===== config.mk =====
export PLATFORM = sky130hd
export DESIGN_NAME = mcu_bus_port
export DESIGN_NICKNAME = d
export VERILOG_FILES = /design/src/design/bus_port_pkg.sv /design/src/design/addr_hold_reg.sv /design/src/design/mcu_bus_port.sv
export SDC_FILE = /design/constraint.sdc
export NUM_CORES = 1
export LEC_CHECK = 0
export ABC_CLOCK_PERIOD_IN_PS = 1400
export BUFFER_PORTS_ARGS = -buffer_cell sky130_fd_sc_hd__clkbuf_2
export CAP_MARGIN = 20
export CORE_UTILIZATION = 25
export DETAILED_ROUTE_END_ITERATION = 6
export GPL_TIMING_DRIVEN = 1
export PLACE_DENSITY_LB_ADDON = 0.1
export SKIP_LAST_GASP = 1
export SLEW_MARGIN = 20
export SYNTH_ARGS = -nofsm -noshare
export SYNTH_HDL_FRONTEND = slang
export SYNTH_SLANG_ARGS = --single-unit

===== constraint.sdc =====
create_clock -name ref_clk -period 1.4 [get_ports ref_clk]
set_clock_uncertainty 0.15 [all_clocks]
set_input_delay 0.21 -clock ref_clk [delete_from_list [all_inputs] [get_ports ref_clk]]
set_output_delay 0.21 -clock ref_clk [all_outputs]
set_load 0.01 [all_outputs]

===== src/design/bus_port_pkg.sv =====
// constants and types for the host bus port block
package bus_port_pkg;

    // ------------------------------------------------------------
    // widths
    // ------------------------------------------------------------
    localparam int unsigned PORT_W = 8;
    localparam int unsigned ADDR_W = 20;

    // ------------------------------------------------------------
    // reset values
    // ------------------------------------------------------------
    localparam logic [19:0] ADDR_RST = 20'h00000;
    localparam logic [7:0] PORT_OUT_RST = 8'h00;
    localparam logic [2:0] PIN_MODE_RST = 3'h2;

    // ------------------------------------------------------------
    // host bus styles
    // ------------------------------------------------------------
    typedef enum logic [1:0] {
        BUS_MUX_LOW = 2'b00,
        BUS_SEPARATE = 2'b01,
        BUS_PAGE = 2'b10,
        BUS_BURST = 2'b11
    } bus_style_t;

    // ------------------------------------------------------------
    // per-pin functions of ports a and b
    // ------------------------------------------------------------
    typedef enum logic [2:0] {
        PIN_HOST_IO = 3'b000,
        PIN_MACROCELL = 3'b001,
        PIN_PLD_IN = 3'b010,
        PIN_ADDR_OUT = 3'b011,
        PIN_ADDR_IN = 3'b100,
        PIN_PERIPH = 3'b101
    } pin_mode_t;

endpackage


===== src/design/addr_hold_reg.sv =====
// address holding register, loaded on the address phase strobe
`timescale 1ns/1ps
module addr_hold_reg (
    input wire logic ref_clk,
    input wire logic srst,
    input wire logic load,
    input wire logic [19:0] addr_in,
    output logic [19:0] addr_out
);

    logic [19:0] addr_r;
    logic [19:0] addr_nxt;

    always_comb begin
        addr_nxt = addr_r;
        if (load) begin
            addr_nxt = addr_in;
        end
    end

    always_ff @(posedge ref_clk) begin
        if (srst) begin
            addr_r <= bus_port_pkg::ADDR_RST;
        end else begin
            addr_r <= addr_nxt;
        end
    end

    assign addr_out = addr_r;

    hold_stable_a: assert property (@(posedge ref_clk) disable iff (srst)
        !load |=> addr_r == $past(addr_r))
        else $error("held address changed without load");

endmodule


===== src/design/mcu_bus_port.sv =====
// host parallel bus attachment: address capture, data drive, port a/b pin functions
`timescale 1ns/1ps
//
// Contract
// - latch address on address phase strobe
// - drive data only on read with selection
// - all address bits go to logic
// - write input: write strobe or read/write
// - read input: strobe, e clock, data strobe
// - code select or general logic input
// - control inputs reach the logic
// - reset returns ports and macrocells
// - port a pin function selection
// - port a low nibble muxed high address
// - port b functions, two macrocell groups
// - low nibble push-pull, high nibble selectable
// - chip select low enables memories
module mcu_bus_port (
    input wire logic ref_clk,
    input wire logic srst,
    input wire logic reset_n,
    input wire logic [1:0] bus_style,
    input wire logic rw_is_direction,
    input wire logic e_clock_mode,
    input wire logic code_select_used,
    input wire logic addr_phase_strobe,
    input wire logic write_ctrl_input,
    input wire logic read_ctrl_input,
    input wire logic code_select_input,
    input wire logic chip_select_n,
    input wire logic [7:0] lower_addr_data_port_in,
    output logic [7:0] lower_addr_data_port_out,
    output logic [7:0] lower_addr_data_port_oe,
    input wire logic [7:0] upper_addr_data_port_in,
    output logic [7:0] upper_addr_data_port_out,
    output logic [7:0] upper_addr_data_port_oe,
    input wire logic [15:0] read_data,
    input wire logic block_selected,
    output logic [19:0] pld_addr,
    output logic pld_write,
    output logic pld_read,
    output logic pld_code_select,
    output logic pld_general_in,
    output logic memory_enable,
    output logic [15:0] write_data,
    input wire logic [23:0] port_a_mode,
    input wire logic port_a_data_bus,
    input wire logic port_a_muxed_high,
    input wire logic [7:0] port_a_host_out,
    input wire logic [7:0] port_a_periph_out,
    input wire logic [7:0] macrocell_group_one_outputs,
    input wire logic [7:0] port_a_open_drain,
    input wire logic [7:0] port_a_pins_in,
    output logic [7:0] port_a_pins_out,
    output logic [7:0] port_a_pins_oe,
    output logic [7:0] port_a_pld_in,
    input wire logic [23:0] port_b_mode,
    input wire logic [7:0] port_b_group_sel,
    input wire logic [7:0] port_b_host_out,
    input wire logic [7:0] macrocell_group_two_outputs,
    input wire logic [7:0] port_b_open_drain,
    input wire logic [7:0] port_b_pins_in,
    output logic [7:0] port_b_pins_out,
    output logic [7:0] port_b_pins_oe,
    output logic [7:0] port_b_pld_in,
    output logic [7:0] fast_slew
);

    // ------------------------------------------------------------
    // pin synchronisers
    // ------------------------------------------------------------
    logic [47:0] sync1_r, sync2_r, sync_nxt;
    logic [7:0] lo_s, hi_s, pa_s, pb_s;
    logic ale_s, wr_s, rd_s, cs_s, csel_s, rstn_s, rst_all;

    always_comb begin
        sync_nxt = {lower_addr_data_port_in, upper_addr_data_port_in, port_a_pins_in,
                    port_b_pins_in, addr_phase_strobe, write_ctrl_input, read_ctrl_input,
                    chip_select_n, code_select_input, reset_n, 10'h000};
    end

    always_ff @(posedge ref_clk) begin
        if (srst) begin
            sync1_r <= 48'h000000000000;
            sync2_r <= 48'h000000000000;
        end else begin
            sync1_r <= sync_nxt;
            sync2_r <= sync1_r;
        end
    end

    assign lo_s = sync2_r[47:40];
    assign hi_s = sync2_r[39:32];
    assign pa_s = sync2_r[31:24];
    assign pb_s = sync2_r[23:16];
    assign ale_s = sync2_r[15];
    assign wr_s = sync2_r[14];
    assign rd_s = sync2_r[13];
    assign cs_s = sync2_r[12];
    assign csel_s = sync2_r[11];
    assign rstn_s = sync2_r[10];
    // the pin reset acts like the core reset on ports and macrocell paths
    assign rst_all = srst || !rstn_s;

    // ------------------------------------------------------------
    // address assembly per host bus style
    // ------------------------------------------------------------
    logic [19:0] addr_in, addr_held;
    logic ale_prev_r, ale_prev_nxt, ale_rise;

    always_comb begin
        unique case (bus_port_pkg::bus_style_t'(bus_style))
            bus_port_pkg::BUS_MUX_LOW: addr_in = {4'h0, hi_s, lo_s};
            bus_port_pkg::BUS_SEPARATE: addr_in = {4'h0, hi_s, lo_s};
            bus_port_pkg::BUS_PAGE: addr_in = {4'h0, hi_s, lo_s};
            bus_port_pkg::BUS_BURST: addr_in = {hi_s, lo_s, pa_s[3:0]};
        endcase
        if (port_a_muxed_high) begin
            addr_in[19:16] = pa_s[3:0];
        end
    end

    always_comb begin
        ale_prev_nxt = ale_s;
    end

    always_ff @(posedge ref_clk) begin
        if (rst_all) begin
            ale_prev_r <= 1'b0;
        end else begin
            ale_prev_r <= ale_prev_nxt;
        end
    end

    // capture on the falling edge of the strobe, when the address is settled
    assign ale_rise = ale_prev_r && !ale_s;

    addr_hold_reg u_addr (
        .ref_clk(ref_clk),
        .srst(rst_all),
        .load(ale_rise),
        .addr_in(addr_in),
        .addr_out(addr_held)
    );

    assign pld_addr = addr_held;

    // ------------------------------------------------------------
    // control inputs into the logic
    // ------------------------------------------------------------
    logic rd_active, wr_active;

    always_comb begin
        if (rw_is_direction) begin
            wr_active = !wr_s && (e_clock_mode ? rd_s : !rd_s);
            rd_active = wr_s && (e_clock_mode ? rd_s : !rd_s);
        end else begin
            wr_active = !wr_s;
            rd_active = !rd_s;
        end
    end

    assign pld_write = wr_active;
    assign pld_read = rd_active;
    assign pld_code_select = code_select_used && !csel_s;
    assign pld_general_in = csel_s;
    assign memory_enable = !cs_s;

    // ------------------------------------------------------------
    // data drive on the address/data ports
    // ------------------------------------------------------------
    logic [15:0] dout_r, dout_nxt, wdata_r, wdata_nxt;
    logic drive_r, drive_nxt;

    always_comb begin
        drive_nxt = rd_active && block_selected && !cs_s;
        dout_nxt = read_data;
        wdata_nxt = wdata_r;
        if (wr_active) begin
            wdata_nxt = port_a_data_bus ? {hi_s, pa_s} : {hi_s, lo_s};
        end
    end

    always_ff @(posedge ref_clk) begin
        if (rst_all) begin
            drive_r <= 1'b0;
            dout_r <= 16'h0000;
            wdata_r <= 16'h0000;
        end else begin
            drive_r <= drive_nxt;
            dout_r <= dout_nxt;
            wdata_r <= wdata_nxt;
        end
    end

    assign write_data = wdata_r;
    assign lower_addr_data_port_out = dout_r[7:0];
    assign upper_addr_data_port_out = dout_r[15:8];
    assign lower_addr_data_port_oe = {8{drive_r}};
    assign upper_addr_data_port_oe = {8{drive_r}};

    // ------------------------------------------------------------
    // port a and port b pin functions
    // ------------------------------------------------------------
    logic [7:0] pa_out_r, pa_out_nxt, pa_drv_r, pa_drv_nxt;
    logic [7:0] pb_out_r, pb_out_nxt, pb_drv_r, pb_drv_nxt;
    logic [15:0] addr_out_bits;
    assign addr_out_bits = addr_held[15:0];

    for (genvar i = 0; i < 8; i++) begin : g_pin
        logic a_val, b_val, a_en, b_en;
        always_comb begin
            a_val = 1'b0;
            a_en = 1'b0;
            unique case (bus_port_pkg::pin_mode_t'(port_a_mode[3*i +: 3]))
                bus_port_pkg::PIN_HOST_IO: begin
                    a_val = port_a_host_out[i];
                    a_en = 1'b1;
                end
                bus_port_pkg::PIN_MACROCELL: begin
                    a_val = macrocell_group_one_outputs[i];
                    a_en = 1'b1;
                end
                bus_port_pkg::PIN_ADDR_OUT: begin
                    a_val = addr_out_bits[i];
                    a_en = 1'b1;
                end
                bus_port_pkg::PIN_PERIPH: begin
                    a_val = port_a_periph_out[i];
                    a_en = rd_active && block_selected;
                end
                default: begin
                    a_val = 1'b0;
                    a_en = 1'b0;
                end
            endcase
            if (port_a_data_bus || (port_a_muxed_high && i < 4)) begin
                a_en = 1'b0;
            end
            if (i >= 4 && port_a_open_drain[i]) begin
                a_en = a_en && !a_val;
            end
            pa_out_nxt[i] = (i >= 4 && port_a_open_drain[i]) ? 1'b0 : a_val;
            pa_drv_nxt[i] = a_en;
        end
        always_comb begin
            b_val = 1'b0;
            b_en = 1'b0;
            unique case (bus_port_pkg::pin_mode_t'(port_b_mode[3*i +: 3]))
                bus_port_pkg::PIN_HOST_IO: begin
                    b_val = port_b_host_out[i];
                    b_en = 1'b1;
                end
                bus_port_pkg::PIN_MACROCELL: begin
                    b_val = port_b_group_sel[i] ? macrocell_group_two_outputs[i]
                                                : macrocell_group_one_outputs[i];
                    b_en = 1'b1;
                end
                bus_port_pkg::PIN_ADDR_OUT: begin
                    b_val = addr_out_bits[i + 8];
                    b_en = 1'b1;
                end
                default: begin
                    b_val = 1'b0;
                    b_en = 1'b0;
                end
            endcase
            if (i >= 4 && port_b_open_drain[i]) begin
                b_en = b_en && !b_val;
            end
            pb_out_nxt[i] = (i >= 4 && port_b_open_drain[i]) ? 1'b0 : b_val;
            pb_drv_nxt[i] = b_en;
        end
    end

    always_ff @(posedge ref_clk) begin
        if (rst_all) begin
            pa_out_r <= bus_port_pkg::PORT_OUT_RST;
            pa_drv_r <= 8'h00;
            pb_out_r <= bus_port_pkg::PORT_OUT_RST;
            pb_drv_r <= 8'h00;
        end else begin
            pa_out_r <= pa_out_nxt;
            pa_drv_r <= pa_drv_nxt;
            pb_out_r <= pb_out_nxt;
            pb_drv_r <= pb_drv_nxt;
        end
    end

    assign port_a_pins_out = pa_out_r;
    assign port_a_pins_oe = pa_drv_r;
    assign port_b_pins_out = pb_out_r;
    assign port_b_pins_oe = pb_drv_r;
    assign port_a_pld_in = pa_s;
    assign port_b_pld_in = pb_s;
    // fast slew on the low four bits only, from the mode low bit of pins 0 and 1 of port a and port b
    assign fast_slew = {4'h0, port_a_mode[0], port_a_mode[3], port_b_mode[0],
                        port_b_mode[3]};

    // ------------------------------------------------------------
    // checks
    // ------------------------------------------------------------
    drive_needs_read_a: assert property (@(posedge ref_clk) disable iff (rst_all)
        lower_addr_data_port_oe[0] |-> $past(rd_active) && $past(block_selected))
        else $error("data port driven without selected read");
    addr_capture_a: assert property (@(posedge ref_clk) disable iff (rst_all)
        ale_rise |=> pld_addr == $past(addr_in))
        else $error("address not captured on strobe");
    addr_held_a: assert property (@(posedge ref_clk) disable iff (rst_all)
        !ale_rise |=> $stable(pld_addr))
        else $error("address moved between strobes");
    od_high_a: assert property (@(posedge ref_clk) disable iff (rst_all)
        port_a_pins_oe[7] && $past(port_a_open_drain[7]) |-> !port_a_pins_out[7])
        else $error("open drain pin drove high");
    low_push_pull_a: assert property (@(posedge ref_clk) disable iff (rst_all)
        !$past(rst_all) && $past(port_a_mode[2:0]) == 3'b000 && !$past(port_a_data_bus)
        && !$past(port_a_muxed_high) |-> port_a_pins_oe[0])
        else $error("low nibble not push-pull");
    data_bus_in_a: assert property (@(posedge ref_clk) disable iff (rst_all)
        $past(port_a_data_bus) |-> port_a_pins_oe == 8'h00)
        else $error("port a driven in data bus mode");
    mem_enable_a: assert property (@(posedge ref_clk) disable iff (rst_all)
        memory_enable == !$past(chip_select_n, 2))
        else $error("memory enable wrong");
    reset_ports_a: assert property (@(posedge ref_clk)
        $past(rst_all) |-> port_a_pins_oe == 8'h00 && port_b_pins_oe == 8'h00)
        else $error("ports not reset");
    read_cover: cover property (@(posedge ref_clk) lower_addr_data_port_oe[0]);
    capture_cover: cover property (@(posedge ref_clk) ale_rise);
    burst_cover: cover property (@(posedge ref_clk) ale_rise && bus_style == 2'b11);
    od_cover: cover property (@(posedge ref_clk) port_b_pins_oe[5] && port_b_open_drain[5]);

endmodule


# Yosys cells after proc, flatten, opt, wreduce, memory -nomap -nowiden

Cells that the tools add are included.

Reductions and logical operators: 73
Eq/ne operators: 43
Bitwise gates (word level): 0
Magnitude comparators: 0
Muxes and demuxes: 58
Div/mod/pow operators: 0
$mul: 0
$add $sub $neg: 0
Shift-type cells: 0

Operators with widths:

| kind               | count |
|---|---|
| $reduce_or 3->1    | 17 |
| $eq 3x1->1 const B | 16 |
| $eq 3x2->1 const B | 16 |
| $logic_not 3->1    | 16 |
| $pmux 20 s2        | 1 |
| $pmux 1 s4         | 8 |
| $mux 1             | 31 |
| $eq 3x3->1 const B | 8 |
| $pmux 1 s3         | 8 |
| $reduce_or 2->1    | 9 |
| $pmux 1 s2         | 8 |
| $logic_and 1x1->1  | 14 |
| $logic_not 1->1    | 14 |
| $mux 8             | 1 |
| $eq 2x2->1 const B | 2 |
| $mux 4             | 1 |
| $eq 2x1->1 const B | 1 |
| $logic_not 2->1    | 1 |
| $logic_or 1x1->1   | 2 |

RAM bits: 0
Memories kept: 0
Bits of input ports: 176
Word-level logic and storage cells: 195
Bits in registers: 182
Bits in latches: 0
Memory bits (read-only): 0
Output and inout bits: 129

# Longest topological paths before layout

Gate-level depths: netlist (run 1).

Depth after elaboration: 9
Depth in mapped cells: 6
Depth with buffers taken out: 4

# Modules after synthesis

Synthesis (run 1) repeated with hierarchy kept, for this count alone.

Cell total of the unflattened synthesis: 598
Area total of the unflattened synthesis: 6,139.6 um^2

Modules (own cells, without submodules):

| module        | times used | seq. area each (um^2) | area an instance (um^2) | cells an instance |
|---|---|---|---|---|
| mcu_bus_port  | 1          | 2,842.7               | 5,434.0                 | 534 |
| addr_hold_reg | 1          | 400.4                 | 705.7                   | 64 |

# Least setup slack after synthesis (run 1)

Ideal clock, no wire load.

Path kind: register -> register
Start point: register sync2_r[13]
End point: register wdata_r[13], in the netlist write_data[13]
Buffers on the path: 1
Arrival: 1,195 ps
Slack: -73 ps
Stages on the path, launching flop included: 6
Setup time: 128 ps
Clock period less this slack: 1,473 ps
Required time: 1,122 ps
Path through: dfxtp_1 xor2_1 a21oi_4 buf_4 mux2i_1 nor2_1

Longest elaborated chain between the ends: 4

RTL lines:

| what                   | line                | text |
|---|---|---|
| start, declared        | mcu_bus_port.sv:72  | `logic [47:0] sync1_r, sync2_r, sync_nxt;` |
| start signal, assigned | mcu_bus_port.sv:88  | `sync2_r <= sync1_r;` |
| $logic_not 1->1        | mcu_bus_port.sv:155 | `wr_active = !wr_s && (e_clock_mode ? rd_s : !rd_s);` |
| $mux 1 (*)             | mcu_bus_port.sv:155 |  |
| $logic_and 1x1->1 (*)  | mcu_bus_port.sv:155 |  |
| $mux 1 (*)             | mcu_bus_port.sv:154 | `if (rw_is_direction) begin` |
| end signal, assigned   | mcu_bus_port.sv:192 | `wdata_r <= wdata_nxt;` |
| end, declared          | mcu_bus_port.sv:172 | `logic [15:0] dout_r, dout_nxt, wdata_r, wdata_nxt;` |

Every way passes the cells marked *; elsewhere a longest branch is shown, timed or not.
A chain may end at the register's enable or synchronous reset.

# Worst setup path after layout (run 1)

Start point: register sync2_r[13]
End point: output pld_write

Longest elaborated chain between the ends: 4

RTL lines:

| what                  | line                | text |
|---|---|---|
| $logic_not 1->1       | mcu_bus_port.sv:155 |  |
| $mux 1 (*)            | mcu_bus_port.sv:155 |  |
| $logic_and 1x1->1 (*) | mcu_bus_port.sv:155 |  |
| $mux 1 (*)            | mcu_bus_port.sv:154 |  |
| end, declared         | mcu_bus_port.sv:40  | `output logic pld_write,` |

Marked as above.

==> summary.md, run 1 <==
| Metric | Value |
|---|---|
| Fin area | 0.00995 mm² |
| Slowest CP cell | dfxtp_4 |
| PD cells | 1100 mW/mm² |
| Max Root-Sink Buffers | 2 |
| Filler Cell Count | 2348 |
| Worst-path clk slew | 0.07 ns |
| Maximum level of the CTS H-tree | 4 |
| CP max stage delay | 0.37 ns |
| CP max FO | 4 |
| Routability cong. | 0.735 |
| Worst min path class | in -> reg |
| Remaining DRCs | 0 |
| Synth top area share | 53.4% |
| Rows | 56 |
| RSZ-0062 raised after global routing | yes |
| Die Span Y | 158 µm |
| P&R area growth vs syn | 63.9% |
| Hold Fails Final Rpt | 2 |
| Share of layout cells above drive strength 1 | 41.5% |
| GR Overflow Total | 0 |
| Critical Path AT | 1.34 ns |
| Detailed-route via count | 5556 |
| CTS tree | done |
| Reg2reg start | sync2_r[13] |
| Hold_ws | -0.0170 ns |
| Tcrit/Tclk final | 121% |
| R2R Setup Slk | -0.19 ns |
| Worst path cell trace | xor2_4, a21oi_4, buf_12, buf_8 |
| Initial antenna violation count | 1 |
| Initial Utilization | 25.7% |
| Max cap viols | 0 |
| CORE AREA | 0.0236 mm² |
| Area of the multi-input gates | 0.00249 mm² |
| Worst hold stages | 4 |
| Setup_tns | -3.90 ns |
| Failing checks | hold timing, setup timing |
| Drt first-iter violations | 164 |
| Max Clk Rate | 0.590 GHz |
| Via density | 4.16 |
| Total GRT Usage | 15.3% |
| Most common cell in the netlist | dfxtp_1 |
| Drt total wl | 19.6 mm |
| Post-DR wirelength/cell | 14.7 µm |
| Synth Instances | 614 |
| WS Path Type | reg -> out |
| R2r endpoint | write_data[14] |
| Register area share after synthesis | 53.4% |
| TritonCTS buffer count | 17 |
| Boundary Pins | 305 |
| DRT antenna net count | 0 |
| Max Slew Vio Count | 0 |
| Pint | 8.18 mW |
| Placed instance area | 0.00784 mm² |
| Data required time of the critical path | 1.04 ns |
| DP Wirelength | 13.5 mm |
| Maximum VDD drop | 750 µV |
| Async SR Flop Fraction | 0% |
| Endpoint type of the worst setup path | output port |
| Finish-stage setup viols | 42 |
| CP bufs+invs | 2 |
| Worst-Skew Late Latency | 0.43 ns |
| Final cell count without fillers | 1335 |
| Die area | 0.0249 mm² |
| Synth warnings | 0 |
| Psw | 2.79 mW |
| Placed cells | 1188 |
| Leak | 4.44 nW |
| PortBufs | 292 |
| Switch share | 25.5% |
| Combinational Power Share | 11.0% |
| First-pass GRT wire length | 28.4 mm |
| Top FF cell, synth | dfxtp_1 |
| Post-synthesis average cell area | 9.88 µm² |
| Vias in the first global route | 5375 |
| Worst path top cell family by delay | flip-flops |
| Pin count of the biggest net entering global routing | 77 |
| Post-synth EDFFs | 0 |
| DP Worst Slack | -0.0920 ns |
| Clock power share | 45.4% |
| Yosys cell types | 38 |
| Num Clock Sinks | 162 |
| Cell taking the most area after synthesis | dfxtp_1 |
| Sequential power share | 43.6% |
| Worst Hold End | port_a_pins_out[0] |
| Status | finished with violations |
| Die width | 158 µm |
| Mapped Area | 0.00607 mm² |
| Fin crit period | 1.70 ns |
| Setup ws final | -0.295 ns |
| Startpoint type of the worst setup path | flip-flop |
| Commonest cells post-synth | dfxtp_1, nor2b_1, nor2_1 |
| Start point of the worst min-delay path | port_a_mode[1] |
| Iteration count of the initial detailed-routing pass | 4 |
| # nets final | 1178 |
| R2R cell count | 6 |
| Register area | 0.00328 mm² |
| Synth area leaders | dfxtp_1, nor2b_1, buf_4 |
| CTS root buf | clkbuf_16 |
| Synth Register Bits | 162 |
-- layer usage --
layer,vias to the layer above,global-route usage (%),wire [µm]
met1,2521,18.1,8320
met3,16,4.27,1290
li1,2830,-,-
met4,0,4.67,234
met2,189,26.6,9720
met5,-,0,0
-- cell usage in the layout, fill, tap and decap left out, types with 5 or more instances in the layout --
master,synthesis,layout
a31oi_1,12,12
a21oi_2,4,8
nor2b_1,84,83
o21ai_0,9,6
inv_8,0,6
nand2_1,19,18
dlygate4sd3_1,0,104
clkbuf_16,0,17
and2_1,18,18
dfxtp_4,0,5
clkbuf_2,0,270
a21oi_1,18,14
buf_12,0,8
nor2_1,56,54
mux2i_1,30,30
nand2b_1,10,9
nor3_1,12,12
a311oi_1,16,16
nand3_1,22,22
nor3b_1,9,6
buf_8,0,5
buf_4,42,25
a211oi_1,19,18
buf_6,1,19
dfxtp_2,0,14
dfxtp_1,162,143
inv_1,12,12
-- power by group through the flow --
| stage | Combinational [mW] | Clock [mW] | Sequential (mW) |
|---|---|---|---|
| detailed placement | 0.890 | 0 | 4.90 |
| floorplan | 0.449 | 0 | 4.88 |
| global placement | 0.888 | 0 | 4.90 |
| global route | 1.33 | 5.36 | 4.80 |
| finish | 1.21 | 4.98 | 4.79 |
| CTS | 1.18 | 5.16 | 4.79 |
-- how the worst max path moves through the flow --
stage,cells after the start,start,end
floorplan,5,sync2_r[13],port_a_pins_oe[4]
global placement,4,sync2_r[13],port_a_pins_oe[4]
detailed placement,5,sync2_r[13],port_a_pins_oe[7]
CTS,4,sync2_r[13],pld_write
global route,4,sync2_r[13],pld_write
finish,4,sync2_r[13],pld_write
-- layout make-up --
type                            count  share of cell area, %
Multi-Input combinational cell    373                   25.1
Clock buffer                       17                   4.28
Timing Repair Buffer              436                   31.1
Antenna cell                        1                 0.0252
Sequential cell                   162                   33.0
Tap cell                          319                   4.01
Clock inverter                     15                   2.11
Inverter                           12                  0.453
-- tightest hold or removal path: cells and delay by family --
family,cells,cell delay [ns]
AO/OA/AOI/OAI,1,0.06
AND/OR/NAND/NOR,2,0.14
buffers and inverters,1,0.10
-- state kept, by name (all words and copies together) (netlist names), 16 cells and up --
register         count
dout_r              16
sync1_r             38
sync2_r             38
u_addr.addr_out     20
write_data          16
-- cell families (layout without fill, tap and decap cells) --
group / Yosys count / count (layout) / share of synthesized area (%)
xor+xnor: 1 / 1 / 0.144
simple gates: 241 / 241 / 21.5
mux: 31 / 31 / 5.13
buf+inv: 82 / 480 / 7.90
compound gates: 96 / 96 / 11.8
flops: 162 / 162 / 53.4
other cells: 1 / 5 / 0.0618
-- repair_timing --
action	in CTS	in global routing
resized for setup	27	78
pin swaps	5	5
setup endpoints to repair	32	60
cloned	2	0
setup buffers	5	3
hold buffers	105	2
endpoints found under the hold margin	86	3
-- through the flow --
| stage | utilization, % | power [mW] |
|---|---|---|
| 2_1_floorplan | - | 5.33 |
| 3_3_place_gp | 33.2 | 5.79 |
| 3_5_place_dp | 33.2 | 5.79 |
| 4_1_cts | 41.0 | 11.1 |
| 5_1_grt | 42.1 | 11.5 |
| 6_report | 42.1 | 11.0 |
Power figures use the tool's default switching activity.
==> inputs of run 2 (changes only) <==
Settings changed: BUFFER_PORTS_ARGS -buffer_cell sky130_fd_sc_hd__clkbuf_2 to -buffer_cell sky130_fd_sc_hd__buf_2.
==> summary.md, run 2 (synthesized netlist as in run 1, its figures left out) <==
| Metric | Value |
|---|---|
| Post-DR wirelength/cell | 14.6 µm (-0.60%) |
| Worst-Skew Late Latency | 0.42 ns (about the same) |
| CTS tree | done |
| Maximum level of the CTS H-tree | 4 (unchanged) |
| Initial antenna violation count | 0 (-1) |
| Clock power share | 44.3% (-1.1 points) |
| Iteration count of the initial detailed-routing pass | 4 (unchanged) |
| Remaining DRCs | 0 (unchanged) |
| CTS root buf | clkbuf_16 |
| CORE AREA | 0.0236 mm² (unchanged) |
| Die width | 158 µm (unchanged) |
| Worst-path clk slew | 0.07 ns (about the same) |
| Pint | 8.13 mW (-0.70%) |
| R2R cell count | 7 (+1) |
| DP Wirelength | 13.6 mm (+0.46%) |
| Die Span Y | 158 µm (unchanged) |
| Met2 Resource Use GR | 26.0% (-0.67 points) |
| Met1 Usage GRT | 18.4% (+0.27 points) |
| Share of layout cells above drive strength 1 | 40.2% (-1.3 points) |
| Sequential power share | 44.7% (+1.1 points) |
| TritonCTS buffer count | 17 (unchanged) |
| Status | finished with violations |
| CP Launch Point | sync2_r[13] |
| Fin crit period | 1.67 ns (-0.0214 ns) |
| Data required time of the critical path | 1.04 ns (about the same) |
| Hold Fails Final Rpt | 2 (unchanged) |
| Antenna Diode Count | 0 (-1) |
| Filler Cell Count | 2383 (+1.5%) |
| RSZ-0062 raised after global routing | yes |
| Worst min path class | in -> reg |
| Startpoint type of the worst setup path | flip-flop |
| Area of the multi-input gates | 0.00245 mm² (-1.6%) |
| First-pass GRT wire length | 28.1 mm (-0.97%) |
| CP max FO | 4 (unchanged) |
| Drt first-iter violations | 213 (+30%) |
| Routability cong. | 0.740 (+0.79%) |
| Vias in the first global route | 5300 (-1.4%) |
| Reg2reg start | sync2_r[13] |
| Critical Path AT | 1.31 ns (-0.03 ns) |
| Switch share | 24.2% (-1.3 points) |
| Start point of the worst min-delay path | port_a_mode[7] |
| PortBufs | 292 (unchanged) |
| GR Layer Usage met3 | 3.59% (-0.68 points) |
| Initial Utilization | 25.7% (unchanged) |
| Worst Hold End | port_a_pins_out[2] |
| Tot Pwr | 10.7 mW (-2.4%) |
| Commonest non-fill, non-tap cell in the layout | buf_2 |
| Leak | 4.40 nW (-0.88%) |
| Finish-stage setup viols | 33 (-21%) |
| R2r endpoint | write_data[7] |
| DRT antenna net count | 0 (unchanged) |
| Setup_tns | -3.93 ns (-0.0369 ns) |
| Hold_ws | -0.00642 ns (+0.0106 ns) |
| Total GRT Usage | 15.1% (-0.18 points) |
| Most crowded layer after global routing | met2 |
| Via density | 4.13 (-0.88%) |
| Max cap viols | 0 (unchanged) |
| Psw | 2.59 mW (-7.3%) |
| Tcrit/Tclk final | 120% (-1.5 points) |
| Max Clk Rate | 0.597 GHz (+1.3%) |
| Rows | 56 (unchanged) |
| Combinational Power Share | 11.0% (about the same) |
| Max Root-Sink Buffers | 2 (unchanged) |
| PD cells | 1110 mW/mm² (+0.13%) |
| Endpoint type of the worst setup path | output port |
| Fin area | 0.00970 mm² (-2.5%) |
| # nets final | 1170 (-0.68%) |
| Maximum VDD drop | 702 µV (-6.4%) |
| Setup ws final | -0.274 ns (+0.0214 ns) |
| Register area | 0.00327 mm² (-0.34%) |
| Boundary Pins | 305 (unchanged) |
| Num Clock Sinks | 162 (unchanged) |
| Failing checks | hold timing, setup timing |
| GR Overflow Total | 0 (unchanged) |
| Most frequent cells in the layout | buf_2, dfxtp_1, dlygate4sd3_1, nor2b_1, nor2_1 |
| Die area | 0.0249 mm² (unchanged) |
| Detailed-route via count | 5470 (-1.5%) |
| WS Path Type | reg -> out |
| P&R area growth vs syn | 59.8% |
| Worst hold stages | 4 (unchanged) |
| Placed instance area | 0.00784 mm² (about the same) |
| Drt total wl | 19.3 mm (-1.3%) |
| R2R Setup Slk | -0.21 ns (-0.02 ns) |
| Max Slew Vio Count | 0 (unchanged) |
| Pin count of the biggest net entering global routing | 60 (-22%) |
[run 2: cell count changes in the layout (fill, tap and decap cells not counted), sizes merged]
cell | previous run | this run
clkbuf | 287 | 19
buf | 60 | 327
dlygate4sd3 | 104 | 100
inv | 20 | 18
clkinv | 4 | 3
clkinvlp | 1 | 2
diode | 1 | 0
dlymetal6s4s | 1 | 0
[run 2: repair_timing]
action | CTS | global route
gates resized for setup | 19 | 30
endpoints found under the hold margin | 86 | 0
hold buffers | 102 | 0
pin swaps | 4 | 6
setup endpoints to repair | 30 | 53
gates cloned | 1 | 0
buffers inserted | 4 | 5
[run 2: layer usage]
metal,routed length (µm),vias to the layer above,share of wire [%]
met5,0,-,0
met4,217,0,1.1
met3,1090,11,5.6
met2,9480,177,49
met1,8530,2472,44
li1,-,2810,-
[run 2: power groups by stage]
stage          Sequential [mW]  Clock (mW)  Combinational (mW)
5_1_grt                   4.80        5.09                1.30
4_1_cts                   4.79        4.90                1.17
2_1_floorplan             4.88           0               0.449
6_report                  4.79        4.75                1.18
3_3_place_gp              4.90           0               0.889
3_5_place_dp              4.90           0               0.889
[run 2: critical path, cell delays in order, from the launching register on]
cell and delay [ns]:
dfxtp_4 0.36, xor2_2 0.16, a21oi_4 0.16, buf_12 0.13
buf_6 0.09
[run 2: worst max path at each step]
| stage | end | slack (ns) | cells past startpoint |
|---|---|---|---|
| after floorplan | port_a_pins_oe[4] | -0.01 | 5 |
| after global placement | port_a_pins_oe[4] | -0.06 | 5 |
| after detailed placement | port_a_pins_oe[4] | -0.1 | 5 |
| after CTS | pld_write | -0.32 | 4 |
| after global routing | pld_write | -0.33 | 4 |
| final | pld_write | -0.27 | 4 |
[run 2: layout make-up]
type	instances	area share [%]
multi-input combinational	373	25.3
timing repair buffer	428	30.3
clock inverter	13	1.54
sequential	162	33.7
clock buffer	19	4.57
inverter	12	0.465
tap	319	4.12
[run 2: per-stage QoR]
stage,worst slack (ns),hold slack (ns),cells,util (%)
final,-0.274,-0.00642,1326,41.1
after global routing,-0.334,0.0133,1326,41.1
after CTS,-0.321,0.000474,1325,40.5
after detailed placement,-0.0971,0.245,1186,33.2
after global placement,-0.0647,0.243,1186,33.2
after floorplan,-0.0134,0.136,617,-
==> inputs of run 3 (changes only) <==
--- a/config.mk
+++ b/config.mk
@@ -12,5 +12,5 @@
 export DETAILED_ROUTE_END_ITERATION = 6
 export GPL_TIMING_DRIVEN = 1
-export PLACE_DENSITY_LB_ADDON = 0.1
+export PLACE_DENSITY = 0.57
 export SKIP_LAST_GASP = 1
 export SLEW_MARGIN = 20
==> constraint.sdc (replaced) <==
create_clock -name ref_clk -period 1.4 [get_ports ref_clk]
set_clock_uncertainty 0.15 [all_clocks]
set_input_delay 0.28 -clock ref_clk [delete_from_list [all_inputs] [get_ports ref_clk]]
set_output_delay 0.28 -clock ref_clk [all_outputs]
set_load 0.01 [all_outputs]
==> summary.md, run 3 (synthesized netlist as in run 1, its figures left out) <==
| Metric | Value |
|---|---|
| Status | finished with violations |
| Failing checks | setup timing |
| Tot Pwr | 10.7 mW (about the same) |
| Drt first-iter violations | 260 (+22%) |
| Worst-path clk slew | 0.07 ns (about the same) |
| Leak | 4.43 nW (+0.56%) |
| Vias in the first global route | 5190 (-2.1%) |
| Tcrit/Tclk final | 125% (+5.5 points) |
| Final design utilization | 41.3% (+0.28 points) |
| Drt total wl | 18.8 mm (-2.7%) |
| First-pass GRT wire length | 27.0 mm (-4.1%) |
| Max Clk Rate | 0.571 GHz (-4.4%) |
| Detailed-route via count | 5501 (+0.57%) |
| DP Worst Slack | -0.176 ns (-0.0788 ns) |
| DP Wirelength | 13.4 mm (-1.8%) |
| Rows | 56 (unchanged) |
| Max cap viols | 0 (unchanged) |
| Initial antenna violation count | 0 (unchanged) |
| Share of layout cells above drive strength 1 | 43.4% (+3.2 points) |
| Most frequent cells in the layout | buf_2, dfxtp_1, nor2b_1, dlygate4sd3_1, nor2_1 |
| Maximum level of the CTS H-tree | 4 (unchanged) |
| Finish-stage setup viols | 43 (+30%) |
| P&R area growth vs syn | 60.9% |
| CTS tree | done |
| Die area | 0.0249 mm² (unchanged) |
| Worst-Skew Late Latency | 0.43 ns (about the same) |
| Fin crit period | 1.75 ns (+0.0768 ns) |
| TritonCTS buffer count | 17 (unchanged) |
| Data required time of the critical path | 0.97 ns (-0.07 ns) |
| PortBufs | 292 (unchanged) |
| Post-DR wirelength/cell | 14.2 µm (-2.7%) |
| Commonest non-fill, non-tap cell in the layout | buf_2 |
| Placed instance area | 0.00788 mm² (+0.51%) |
| RSZ-0062 raised after global routing | yes |
| Hold Fails Final Rpt | 0 (-2) |
| Die width | 158 µm (unchanged) |
| Worst min path class | in -> reg |
| Pin count of the biggest net entering global routing | 57 (-5.0%) |
| Initial Utilization | 25.7% (unchanged) |
| Maximum VDD drop | 704 µV (+0.33%) |
| GR Overflow Total | 0 (unchanged) |
| Die Span Y | 158 µm (unchanged) |
| Fin area | 0.00976 mm² (+0.67%) |
| Max Slew Vio Count | 0 (unchanged) |
| Endpoint type of the worst setup path | output port |
| # nets final | 1169 (-0.085%) |
| Antenna Diode Count | 0 (unchanged) |
| CTS root buf | clkbuf_16 |
| Critical Path AT | 1.32 ns (about the same) |
| Total GRT Usage | 14.5% (-0.61 points) |
| Startpoint type of the worst setup path | flip-flop |
| PD cells | 1100 mW/mm² (-0.62%) |
| Setup ws final | -0.351 ns (-0.0768 ns) |
| DRT antenna net count | 0 (unchanged) |
| Via density | 4.15 (+0.64%) |
| Boundary Pins | 305 (unchanged) |
| Remaining DRCs | 0 (unchanged) |
| Routability cong. | 0.804 (+8.6%) |
| Max Root-Sink Buffers | 2 (unchanged) |
| Num Clock Sinks | 162 (unchanged) |
| Iteration count of the initial detailed-routing pass | 4 (unchanged) |
| WS Path Type | reg -> out |
| CORE AREA | 0.0236 mm² (unchanged) |
| CP max FO | 3 (-1) |
run 3: cell types whose count changed in the layout (fill, tap and decap cells not counted), sizes merged:
cell / change
bufinv: -2
dlygate4sd3: -21
clkbuf: -2
clkinvlp: -1
buf: +20
inv: +5
run 3: through the flow:
step                TNS [ns]  hold slack (ns)  instances
global placement       -3.03            0.265       1198
floorplan            -0.0311            0.206        617
detailed placement     -4.32            0.270       1198
global route           -9.02           0.0185       1325
CTS                    -7.29         0.000791       1322
finish                 -6.13           0.0177       1325
run 3: critical path, cell delays in order (launching register included):
cell and delay, ns:
dfxtp_4 0.36, xor2_2 0.15, a21oi_4 0.16, buf_12 0.13
buf_6 0.09
run 3: cell type report:
type,instances,area [µm²]
clock buffer,17,425
clock inverter,15,190
fill,2357,13900
inverter,12,45.0
multi-input combinational,373,2440
sequential,162,3310
tap,319,399
timing repair buffer,427,2950
run 3: routing by layer:
metal / vias up / wire length, µm / track usage, %
met4: 0 / 246 / 4.62
met1: 2491 / 8190 / 17.2
li1: 2808 / - / -
met2: 187 / 9230 / 25.0
met5: - / 0 / 0
met3: 15 / 1130 / 4.16
run 3: power by group:
part           internal, mW  switching (mW)
combinational         0.665           0.498
clock                  2.47            2.33
sequential             4.71          0.0564
run 3: what timing repair did:
item                                   CTS  global route
endpoints found under the hold margin   82             0
gates cloned                             2             0
resized for setup                       61            34
hold buffers                            79             0
setup endpoints to repair               42            68
pin swaps                                2             7
buffers inserted                        14             4
run 3: path summary, 6_finish.rpt:
check                       from                end  slack [ns]  cells after the start
setup / recovery     sync2_r[13]          pld_write       -0.35                      4
hold / removal    port_b_mode[7]  port_b_pins_oe[2]        0.02                      3
setup reg to reg     sync2_r[13]  port_a_pins_oe[5]       -0.28                      7
hold reg to reg      sync1_r[31]        sync2_r[31]        0.29                      1
